`src/core/mixer_amp_pkg.sv`:
```
// Package with register map, field layout and reset values of the mixer bank.
package mixer_amp_pkg;

    // ********************************************************************
    // Register offsets (byte addresses on the bus).
    // ********************************************************************
    localparam logic [7:0] OFS_IN_ONE_CTRL = 8'h2C;
    localparam logic [7:0] OFS_IN_ONE_GAIN = 8'h2D;
    localparam logic [7:0] OFS_IN_TWO_CTRL = 8'h2E;
    localparam logic [7:0] OFS_IN_TWO_GAIN = 8'h2F;
    localparam logic [7:0] OFS_OUT_L_CTRL = 8'hCC;
    localparam logic [7:0] OFS_OUT_L_GAIN = 8'hCD;
    localparam logic [7:0] OFS_OUT_R_CTRL = 8'hCE;
    localparam logic [7:0] OFS_OUT_R_GAIN = 8'hCF;

    // ********************************************************************
    // Field positions.
    // ********************************************************************
    localparam int BIT_AMP_EN = 7;
    localparam int BIT_MUTE = 6;
    localparam int BIT_RAMP = 5;
    localparam int BIT_ZERO_CROSS = 4;
    localparam int BIT_MIX_SEL = 3;
    localparam int IN_GAIN_W = 4;
    localparam int OUT_GAIN_W = 2;

    // ********************************************************************
    // Reset values.
    // ********************************************************************
    localparam logic [7:0] RST_IN_CTRL = 8'h48;
    localparam logic [3:0] RST_IN_GAIN = 4'h3;
    localparam logic [7:0] RST_OUT_CTRL = 8'h00;
    localparam logic [1:0] RST_OUT_GAIN = 2'h3;
    localparam logic [7:0] IN_CTRL_MASK = 8'hF8;
    localparam logic [7:0] OUT_CTRL_MASK = 8'h80;

    // ********************************************************************
    // Ramp timing: one gain step per ramp period.
    // ********************************************************************
    localparam int CLK_HZ = 25000000;
    localparam int RAMP_STEP_US = 10;
    localparam int RAMP_STEP_CYC = CLK_HZ / 1000000 * RAMP_STEP_US;

endpackage

```
`src/core/gain_apply_if.sv`:
```
// Interface joining the register bank to one gain applier.
`timescale 1ns/1ns
`default_nettype none
interface gain_apply_if;
    logic [3:0] target;
    logic ramp_en;
    logic zero_cross_en;
    logic [3:0] applied;
    logic busy;
    modport bank (output target, output ramp_en, output zero_cross_en,
                  input applied, input busy);
    modport unit (input target, input ramp_en, input zero_cross_en,
                  output applied, output busy);
endinterface
`default_nettype wire

```
`src/core/gain_applier.sv`:
```
// Gain applier: instant, zero-cross or ramped update of one gain code.
`timescale 1ns/1ns
`default_nettype none
module gain_applier #(
    parameter int STEP_CYC = mixer_amp_pkg::RAMP_STEP_CYC
) (
    // Clock and reset
    input wire logic clk_i,
    input wire logic rst_i,
    // Signal zero crossing and ramp tick
    input wire logic zero_cross_i,
    input wire logic tick_i,
    // Bank side
    gain_apply_if.unit g
);
    typedef struct packed {
        logic [3:0] applied;
    } st_t;
    st_t s, next_s;

    always_comb begin
        next_s = s;
        if (s.applied != g.target) begin
            if (g.ramp_en) begin
                if (tick_i) begin
                    if (g.target > s.applied) begin
                        next_s.applied = s.applied + 4'h1;
                    end else begin
                        next_s.applied = s.applied - 4'h1;
                    end
                end
            end else if (g.zero_cross_en) begin
                if (zero_cross_i) begin
                    next_s.applied = g.target;
                end
            end else begin
                next_s.applied = g.target;
            end
        end
    end

    always_ff @(posedge clk_i) begin
        if (rst_i) begin
            s <= '{applied: mixer_amp_pkg::RST_IN_GAIN};
        end else begin
            s <= next_s;
        end
    end

    assign g.applied = s.applied;
    assign g.busy = (s.applied != g.target);

    chk_ramp_single_step: assert property (@(posedge clk_i)
        disable iff (rst_i)
        g.ramp_en && tick_i && g.busy |=> ($past(s.applied) - s.applied == 4'h1
        || s.applied - $past(s.applied) == 4'h1))
        else $error("ramp moved more than one step");
    chk_zc_holds_gain: assert property (@(posedge clk_i)
        disable iff (rst_i)
        !g.ramp_en && g.zero_cross_en && !zero_cross_i |=> $stable(s.applied))
        else $error("zero-cross gain changed without crossing");
    chk_instant_update: assert property (@(posedge clk_i)
        disable iff (rst_i)
        !g.ramp_en && !g.zero_cross_en |=> s.applied == $past(g.target))
        else $error("instant gain update missed");
    cov_ramp_done: cover property (@(posedge clk_i) disable iff (rst_i)
        g.ramp_en && g.busy ##1 !g.busy);
endmodule // gain_applier
`default_nettype wire

```
`src/core/mixer_amp_regs.sv`:
```
// Mixer amplifier control register bank with a classic Wishbone slave.
//
// Implementation choice: register access over Wishbone.
`timescale 1ns/1ns
`default_nettype none
module mixer_amp_regs #(
    parameter int RAMP_CYC = mixer_amp_pkg::RAMP_STEP_CYC
) (
    // Clock and reset
    input wire logic clk_i,
    input wire logic rst_i,
    // Wishbone slave
    input wire logic cyc_i,
    input wire logic stb_i,
    input wire logic we_i,
    input wire logic [7:0] adr_i,
    input wire logic [3:0] sel_i,
    input wire logic [31:0] dat_i,
    output logic [31:0] dat_o,
    output logic ack_o,
    // Analogue zero-crossing flags, one per input amplifier
    input wire logic in_one_zero_cross_i,
    input wire logic in_two_zero_cross_i,
    // Input mixer amplifier controls
    output logic in_one_amp_en_o,
    output logic in_one_mute_o,
    output logic in_one_mix_en_o,
    output logic [3:0] in_one_gain_o,
    output logic in_two_amp_en_o,
    output logic in_two_mute_o,
    output logic in_two_mix_en_o,
    output logic [3:0] in_two_gain_o,
    // Output mixer amplifier controls
    output logic out_left_amp_en_o,
    output logic [1:0] out_left_gain_o,
    output logic out_right_amp_en_o,
    output logic [1:0] out_right_gain_o
);

    // ********************************************************************
    // State.
    // ********************************************************************
    typedef struct packed {
        logic [7:0] in_ctrl_one;
        logic [3:0] in_gain_one;
        logic [7:0] in_ctrl_two;
        logic [3:0] in_gain_two;
        logic [7:0] out_ctrl_l;
        logic [1:0] out_gain_l;
        logic [7:0] out_ctrl_r;
        logic [1:0] out_gain_r;
        logic [15:0] tick_cnt;
        logic ack;
        logic [31:0] rdata;
    } regs_t;
    regs_t r, next_r;

    logic [3:0] applied_one;
    logic [3:0] applied_two;
    logic ramp_tick;
    logic in_two_zero_cross_on;
    logic access;

    gain_apply_if g_one();
    gain_apply_if g_two();

    // Decode used by the read path only; writes decode in the next-state logic.
    function automatic logic [7:0] read_reg(input regs_t v,
                                            input logic [7:0] a);
        case (a)
            mixer_amp_pkg::OFS_IN_ONE_CTRL: read_reg = v.in_ctrl_one;
            mixer_amp_pkg::OFS_IN_ONE_GAIN: read_reg = {4'h0, v.in_gain_one};
            mixer_amp_pkg::OFS_IN_TWO_CTRL: read_reg = v.in_ctrl_two;
            mixer_amp_pkg::OFS_IN_TWO_GAIN: read_reg = {4'h0, v.in_gain_two};
            mixer_amp_pkg::OFS_OUT_L_CTRL: read_reg = v.out_ctrl_l;
            mixer_amp_pkg::OFS_OUT_L_GAIN: read_reg = {6'h00, v.out_gain_l};
            mixer_amp_pkg::OFS_OUT_R_CTRL: read_reg = v.out_ctrl_r;
            mixer_amp_pkg::OFS_OUT_R_GAIN: read_reg = {6'h00, v.out_gain_r};
            default: read_reg = 8'h00;
        endcase
    endfunction

    assign access = cyc_i && stb_i && !r.ack;

    // ********************************************************************
    // Next-state logic.
    // ********************************************************************
    always_comb begin
        next_r = r;
        next_r.ack = access;
        next_r.rdata = 32'h0000_0000;
        if (r.tick_cnt == 16'(RAMP_CYC - 1)) begin
            next_r.tick_cnt = 16'h0000;
        end else begin
            next_r.tick_cnt = r.tick_cnt + 16'h0001;
        end
        if (access && !we_i) begin
            next_r.rdata = {24'h000000, read_reg(r, adr_i)};
        end
        // Only byte lane 0 carries register data; other lanes are ignored.
        if (access && we_i && sel_i[0]) begin
            case (adr_i)
                // same control bits as mixer two
                mixer_amp_pkg::OFS_IN_ONE_CTRL:
                    next_r.in_ctrl_one = dat_i[7:0]
                        & mixer_amp_pkg::IN_CTRL_MASK;
                mixer_amp_pkg::OFS_IN_ONE_GAIN:
                    next_r.in_gain_one = dat_i[3:0];
                // enable, mute, ramp, zero cross, mix select
                mixer_amp_pkg::OFS_IN_TWO_CTRL:
                    next_r.in_ctrl_two = dat_i[7:0]
                        & mixer_amp_pkg::IN_CTRL_MASK;
                mixer_amp_pkg::OFS_IN_TWO_GAIN:
                    next_r.in_gain_two = dat_i[3:0];
                mixer_amp_pkg::OFS_OUT_L_CTRL:
                    next_r.out_ctrl_l = dat_i[7:0]
                        & mixer_amp_pkg::OUT_CTRL_MASK;
                mixer_amp_pkg::OFS_OUT_L_GAIN:
                    next_r.out_gain_l = dat_i[1:0];
                mixer_amp_pkg::OFS_OUT_R_CTRL:
                    next_r.out_ctrl_r = dat_i[7:0]
                        & mixer_amp_pkg::OUT_CTRL_MASK;
                mixer_amp_pkg::OFS_OUT_R_GAIN:
                    next_r.out_gain_r = dat_i[1:0];
                default: begin
                end
            endcase
        end
    end

    // ********************************************************************
    // Registers.
    // ********************************************************************
    always_ff @(posedge clk_i) begin
        if (rst_i) begin
            r <= '{in_ctrl_one: mixer_amp_pkg::RST_IN_CTRL,
                   in_gain_one: mixer_amp_pkg::RST_IN_GAIN,
                   in_ctrl_two: mixer_amp_pkg::RST_IN_CTRL,
                   in_gain_two: mixer_amp_pkg::RST_IN_GAIN,
                   out_ctrl_l: mixer_amp_pkg::RST_OUT_CTRL,
                   out_gain_l: mixer_amp_pkg::RST_OUT_GAIN,
                   out_ctrl_r: mixer_amp_pkg::RST_OUT_CTRL,
                   out_gain_r: mixer_amp_pkg::RST_OUT_GAIN,
                   tick_cnt: 16'h0000,
                   ack: 1'b0,
                   rdata: 32'h0000_0000};
        end else begin
            r <= next_r;
        end
    end

    // ********************************************************************
    // Gain appliers.
    // ********************************************************************
    assign ramp_tick = (r.tick_cnt == 16'(RAMP_CYC - 1));
    assign in_two_zero_cross_on = r.in_ctrl_two[mixer_amp_pkg::BIT_ZERO_CROSS];

    assign g_one.target = r.in_gain_one;
    assign g_one.ramp_en = r.in_ctrl_one[mixer_amp_pkg::BIT_RAMP];
    assign g_one.zero_cross_en = r.in_ctrl_one[mixer_amp_pkg::BIT_ZERO_CROSS];
    assign g_two.target = r.in_gain_two;
    assign g_two.ramp_en = r.in_ctrl_two[mixer_amp_pkg::BIT_RAMP];
    assign g_two.zero_cross_en = in_two_zero_cross_on;
    assign applied_one = g_one.applied;
    assign applied_two = g_two.applied;

    gain_applier #(.STEP_CYC(RAMP_CYC)) u_apply_one (
        .clk_i(clk_i),
        .rst_i(rst_i),
        .zero_cross_i(in_one_zero_cross_i),
        .tick_i(ramp_tick),
        .g(g_one)
    );

    gain_applier #(.STEP_CYC(RAMP_CYC)) u_apply_two (
        .clk_i(clk_i),
        .rst_i(rst_i),
        .zero_cross_i(in_two_zero_cross_i),
        .tick_i(ramp_tick),
        .g(g_two)
    );

    // ********************************************************************
    // Outputs.
    // ********************************************************************
    assign dat_o = r.rdata;
    assign ack_o = r.ack;
    assign in_one_amp_en_o = r.in_ctrl_one[mixer_amp_pkg::BIT_AMP_EN];
    assign in_one_mute_o = r.in_ctrl_one[mixer_amp_pkg::BIT_MUTE];
    assign in_one_mix_en_o = r.in_ctrl_one[mixer_amp_pkg::BIT_MIX_SEL];
    assign in_one_gain_o = applied_one;
    assign in_two_amp_en_o = r.in_ctrl_two[mixer_amp_pkg::BIT_AMP_EN];
    assign in_two_mute_o = r.in_ctrl_two[mixer_amp_pkg::BIT_MUTE];
    assign in_two_mix_en_o = r.in_ctrl_two[mixer_amp_pkg::BIT_MIX_SEL];
    assign in_two_gain_o = applied_two;
    assign out_left_amp_en_o = r.out_ctrl_l[mixer_amp_pkg::BIT_AMP_EN];
    // code 00 is stored as written; software keeps it out
    assign out_left_gain_o = r.out_gain_l;
    assign out_right_amp_en_o = r.out_ctrl_r[mixer_amp_pkg::BIT_AMP_EN];
    assign out_right_gain_o = r.out_gain_r;

    // ********************************************************************
    // Checks.
    // ********************************************************************
    // gains three after reset
    chk_gain_reset_value: assert property (@(posedge clk_i)
        $fell(rst_i) |-> r.in_gain_one == 4'h3 && r.in_gain_two == 4'h3)
        else $error("input gain reset value wrong");
    chk_mute_after_reset: assert property (@(posedge clk_i)
        $fell(rst_i) |-> in_two_mute_o && in_one_mute_o && !in_two_amp_en_o)
        else $error("input amplifier not muted after reset");
    chk_mix_reset_on: assert property (@(posedge clk_i)
        $fell(rst_i) |-> in_two_mix_en_o && in_one_mix_en_o)
        else $error("mixer stage not enabled after reset");
    chk_out_reset_off: assert property (@(posedge clk_i)
        $fell(rst_i) |-> !out_left_amp_en_o && !out_right_amp_en_o
        && out_left_gain_o == 2'h3 && out_right_gain_o == 2'h3)
        else $error("output mixer reset state wrong");
    chk_enable_write: assert property (@(posedge clk_i)
        disable iff (rst_i)
        access && we_i && sel_i[0] && adr_i == mixer_amp_pkg::OFS_IN_TWO_CTRL
        |=> in_two_amp_en_o == $past(dat_i[7]) &&
        in_two_mute_o == $past(dat_i[6]))
        else $error("control write not applied");
    chk_mix_sel_write: assert property (@(posedge clk_i)
        disable iff (rst_i)
        access && we_i && sel_i[0] && adr_i == mixer_amp_pkg::OFS_IN_TWO_CTRL
        |=> in_two_mix_en_o == $past(dat_i[3]))
        else $error("mixer stage write not applied");
    chk_ctrl_one_write: assert property (@(posedge clk_i)
        disable iff (rst_i)
        access && we_i && sel_i[0] && adr_i == mixer_amp_pkg::OFS_IN_ONE_CTRL
        |=> in_one_amp_en_o == $past(dat_i[7])
        && in_one_mute_o == $past(dat_i[6])
        && in_one_mix_en_o == $past(dat_i[3]))
        else $error("mixer one control write not applied");
    chk_in_gain_write: assert property (@(posedge clk_i)
        disable iff (rst_i)
        access && we_i && sel_i[0] && adr_i == mixer_amp_pkg::OFS_IN_TWO_GAIN
        |=> r.in_gain_two == $past(dat_i[3:0]))
        else $error("input gain write not applied");
    chk_out_en_write: assert property (@(posedge clk_i)
        disable iff (rst_i)
        access && we_i && sel_i[0] && adr_i == mixer_amp_pkg::OFS_OUT_L_CTRL
        |=> out_left_amp_en_o == $past(dat_i[7]))
        else $error("output enable write not applied");
    chk_out_gain_write: assert property (@(posedge clk_i)
        disable iff (rst_i)
        access && we_i && sel_i[0] && adr_i == mixer_amp_pkg::OFS_OUT_R_GAIN
        |=> out_right_gain_o == $past(dat_i[1:0]))
        else $error("output gain write not applied");
    chk_gain_readback: assert property (@(posedge clk_i)
        disable iff (rst_i)
        access && !we_i && adr_i == mixer_amp_pkg::OFS_IN_ONE_GAIN
        |=> ack_o && dat_o == {28'h0, r.in_gain_one})
        else $error("gain readback wrong");
    chk_ctrl_one_mask: assert property (@(posedge clk_i)
        disable iff (rst_i)
        r.in_ctrl_one[2:0] == 3'h0 && r.out_ctrl_l[6:0] == 7'h00)
        else $error("reserved control bits set");
    // Every access is answered after exactly one cycle.
    chk_ack_after_access: assert property (@(posedge clk_i)
        disable iff (rst_i)
        access |=> ack_o)
        else $error("access not acknowledged");
    chk_ack_one_cycle: assert property (@(posedge clk_i) disable iff (rst_i)
        ack_o |=> !ack_o)
        else $error("ack held longer than one cycle");
    // Read data is zero outside the acknowledge cycle.
    chk_idle_data_zero: assert property (@(posedge clk_i)
        disable iff (rst_i)
        !ack_o |-> dat_o == 32'h0000_0000)
        else $error("read data seen outside acknowledge");

    cov_write_ctrl: cover property (@(posedge clk_i) disable iff (rst_i)
        ack_o && we_i && adr_i == mixer_amp_pkg::OFS_IN_TWO_CTRL);
    cov_read_gain: cover property (@(posedge clk_i) disable iff (rst_i)
        ack_o && !we_i && adr_i == mixer_amp_pkg::OFS_OUT_L_GAIN);
    cov_zero_cross: cover property (@(posedge clk_i) disable iff (rst_i)
        in_two_zero_cross_on && in_two_zero_cross_i && g_two.busy);

endmodule // mixer_amp_regs
`default_nettype wire

```
`config.mk`:
```
export PLATFORM = sky130hd
export DESIGN_NAME = mixer_amp_regs
export DESIGN_NICKNAME = d
export VERILOG_FILES = /design/src/core/mixer_amp_pkg.sv /design/src/core/gain_apply_if.sv /design/src/core/gain_applier.sv /design/src/core/mixer_amp_regs.sv
export SDC_FILE = /design/constraint.sdc
export NUM_CORES = 1
export LEC_CHECK = 0
export BUFFER_PORTS_ARGS = -buffer_cell sky130_fd_sc_hd__buf_2
export CORE_UTILIZATION = 55
export DETAILED_ROUTE_END_ITERATION = 10
export GPL_TIMING_DRIVEN = 1
export PLACE_DENSITY = 0.92
export SYNTH_ARGS = -nofsm -noshare
export SYNTH_HDL_FRONTEND = slang
export SYNTH_SLANG_ARGS = --single-unit
```
`constraint.sdc`:
```
create_clock -name clk_i -period 4.3 [get_ports clk_i]
set_input_delay 0.86 -clock clk_i [delete_from_list [all_inputs] [get_ports clk_i]]
set_output_delay 0.86 -clock clk_i [all_outputs]
set_load 0.02 [all_outputs]
```
==> run_results.csv <==
group,metric,value,unit
sta,finalCritPeriodShare,0.6001,
placed_design,portBuffers,52,
logic_synthesis,synth.cell_area,3172,sq um
sta,skew,0.005525,ns
sta,slew_viol_final,0,
logic_synthesis,ys_warn_count,0,
cts,insertion_delay,0.34,ns
global_routing,grt-busiest-layer,"met2",
global_routing,grt_pass1_vias,2553,
logic_synthesis,yosys_most_used_dff,"dfxtp_1",
setup_path,critPathRequiredTime,4.54,ns
global_routing,grt_max_degree,29,
placed_design,dp_hpwl,4740,um
sta,setup_ws,1.720,ns
setup_path,cp_data_arrival_time,2.82,ns
die,die-area,6075,sq um
drt,ant_nets,0,
logic_synthesis,post-synth-top-count-cell,"dfxtp_1",
cts,cts_resized,0,
final_layout,layout-drive-gt1-share,0.1897,
drt,drc_errors,0,
die,start_util,0.5725,
setup_path,cp-end-kind,"flop",
cts,hold_buffers,0,
sta,setup_viol,0,
placed_design,dp_slack,1.439,ns
final_layout,area_growth,11.52,%
die,num_rows,27,
placed_design,finalWeightedCongestion,0.8226,
final_layout,nets,468,
sta,hold_viol_final,0,
job,cap_violations,0,
setup_path,crit_path_max_incr_delay,0.44,ns
setup_path,worstSetupPathType,"reg -> reg",
drt,drt_first_iter_violations,170,
global_routing,antenna_found_initial,0,
logic_synthesis,syn_area_per_cell,8.762,sq um
cts,path_clk_slew,0.06,ns
setup_path,worstSetupStartpointType,"flop",
logic_synthesis,synthTopCellsByArea,"dfxtp_1, buf_4, mux2i_1, ha_1, nor2_1",
placed_design,dpl.cell_count,462,
setup_path,cp_slowest_cell,"dfxtp_1",
logic_synthesis,syn_inst,362,
worst_hold_path,hp-class,"reg -> reg",
status,status,"finished, final reports clean",
cts,ctsHtreeMaxLevel,3,
cts,cts_tree,"yes",
global_routing,grt_pass1_wl,10970,um
sta,min_period,2.580,ns
drt,vias,2638,
sta,fmax,0.3876,GHz
logic_synthesis,yosys.area.top_type_share,0.3598,
logic_synthesis,synth_common_cells,"dfxtp_1, nor2_1, buf_4, nand2_1, mux2i_1",
drt,wl,6831,um
global_routing,grtUsageMet1,0.2562,
global_routing,grt.met3_usage,0.07765,
die,ioPinCount,104,
final_layout,stdcell_count,478,
logic_synthesis,ys_types,49,
global_routing,overflow,0,
die,core,5540,sq um
sta,relSlewSlack,0.6222,
global_routing,gr-usage-met2,0.4159,
drt,routed_via_density,5.519,
logic_synthesis,yosys_register_bits,57,
cts,cts_sinks,57,
setup_path,path_buf_inv,1,
sta,worst_slew_pin_slew,0.5624,ns
logic_synthesis,seq_area_frac_synth,0.3598,
sta,rsz0062_at_grt,"false",
global_routing,track_usage,0.2342,
setup_path,crit_fanout,5,
drt,wl_per_cell,14.29,um
cts,cts_setup_buffers,0,
cts,clockBufferDepth,2,
logic_synthesis,ys_async_sr_fraction,0,
cts,cts-buffers-inserted,9,
die,die_h,77.94,um
setup_path,worstPathCellList,"inv_1, ha_1, nor2b_1, o211ai_1, a21bo_2, ha_1, a21o_1, a21oi_1, xnor2_1, xnor2_1, o41ai_1",
pwr,total_leakage_power,0.001497,uW
sta,finalSetupTns,0,ns
pwr,powerDensity,366.9,nW/um^2
pwr,ir_worst_vdd,0.0002859,V
final_layout,antenna_cells,0,
drt,dr.pass1.iters,5,
setup_path,critPathTopFamily,"compound AO/OA/AOI/OAI gates",
logic_synthesis,synth-edff-count,0,
die,fp.dieW,77.94,um
cts,clockRootBuffer,"clkbuf_8",
logic_synthesis,synth_top_area_cell,"dfxtp_1",
==> kinds of logic (layout without fill, tap and decap cells) <==
group | Yosys count | count (layout) | share of synthesized area
adders and majority gates | 16 | 16 | 0.06785
buffers and inverters | 65 | 86 | 0.1219
xor gates and xnor gates | 18 | 18 | 0.04970
AOI/OAI and AO/OA | 44 | 44 | 0.09231
and+or+nand+nor | 135 | 135 | 0.2209
other | 1 | 24 | 0.001182
muxes | 26 | 26 | 0.08639
DFF | 57 | 57 | 0.3598
==> routing by layer <==
metal | share of wire | up-vias
met5 | 0 | -
met4 | 0.019 | 0
met3 | 0.071 | 18
met2 | 0.51 | 112
met1 | 0.40 | 1236
li1 | - | 1272
==> registers in the layout, indices dropped and copies added, names as in the netlist, 2 cells and up <==
name,cells
r,16
dat_o,8
g_one.target,4
g_two.target,4
u_apply_one.g.applied,4
u_apply_two.g.applied,4
out_left_gain_o,2
out_right_gain_o,2
==> layout make-up <==
cell class,count,area (sq um)
Clock buffer,11,141.4
Clock inverter,5,102.6
Fill cell,437,2003
Inverter,17,63.81
Multi-Input combinational cell,263,1730
Sequential cell,57,1141
Tap cell,72,90.09
Timing Repair Buffer,53,267.8
==> cells in the final DEF, fill, tap and decap left out, types with 4 or more instances in the layout <==
master	instances
inv_1	17
clkbuf_8	10
xnor2_1	12
mux2i_1	24
nand2b_1	5
o21ai_0	7
buf_2	52
ha_1	14
nor2b_1	6
nand3_1	17
xor2_1	6
a211o_1	5
o22ai_1	4
nand2_1	26
nand4_1	6
or3_1	4
a21oi_1	13
nor3_1	5
a21o_1	4
o211ai_1	4
conb_1	24
nor2_1	42
dfxtp_1	57
==> worst paths after layout <==
check,from,to,slack [ns],depth (start not counted)
worst max-delay path,u_apply_two.g.applied[1],u_apply_two.g.applied[3],1.72,11
worst min-delay path,ack_o,ack_o,0.47,1
worst max register to register,u_apply_two.g.applied[1],u_apply_two.g.applied[3],1.72,11
worst min register to register,ack_o,ack_o,0.47,1
==> where the power goes <==
part | total (uW) | internal (uW) | switching (uW) | leakage (uW)
logic | 143 | 55.9 | 87.3 | 0.000917
clock network | 614 | 400 | 214 | 0.000120
registers | 541 | 534 | 7.23 | 0.000461
total | 1300 | 989 | 309 | 0.00150
==> stage by stage <==
step	hold slack (ns)	util	total power [uW]	cell area, sq um
after floorplan	0.4410	-	676.2	3258
after global placement	0.4405	0.5944	688.4	3293
after detailed placement	0.4699	0.5944	693.3	3293
after CTS	0.4776	0.6384	1306	3537
after global routing	0.5026	0.6384	1344	3537
final	0.4743	0.6384	1298	3537
Power figures use the tool's default switching activity.
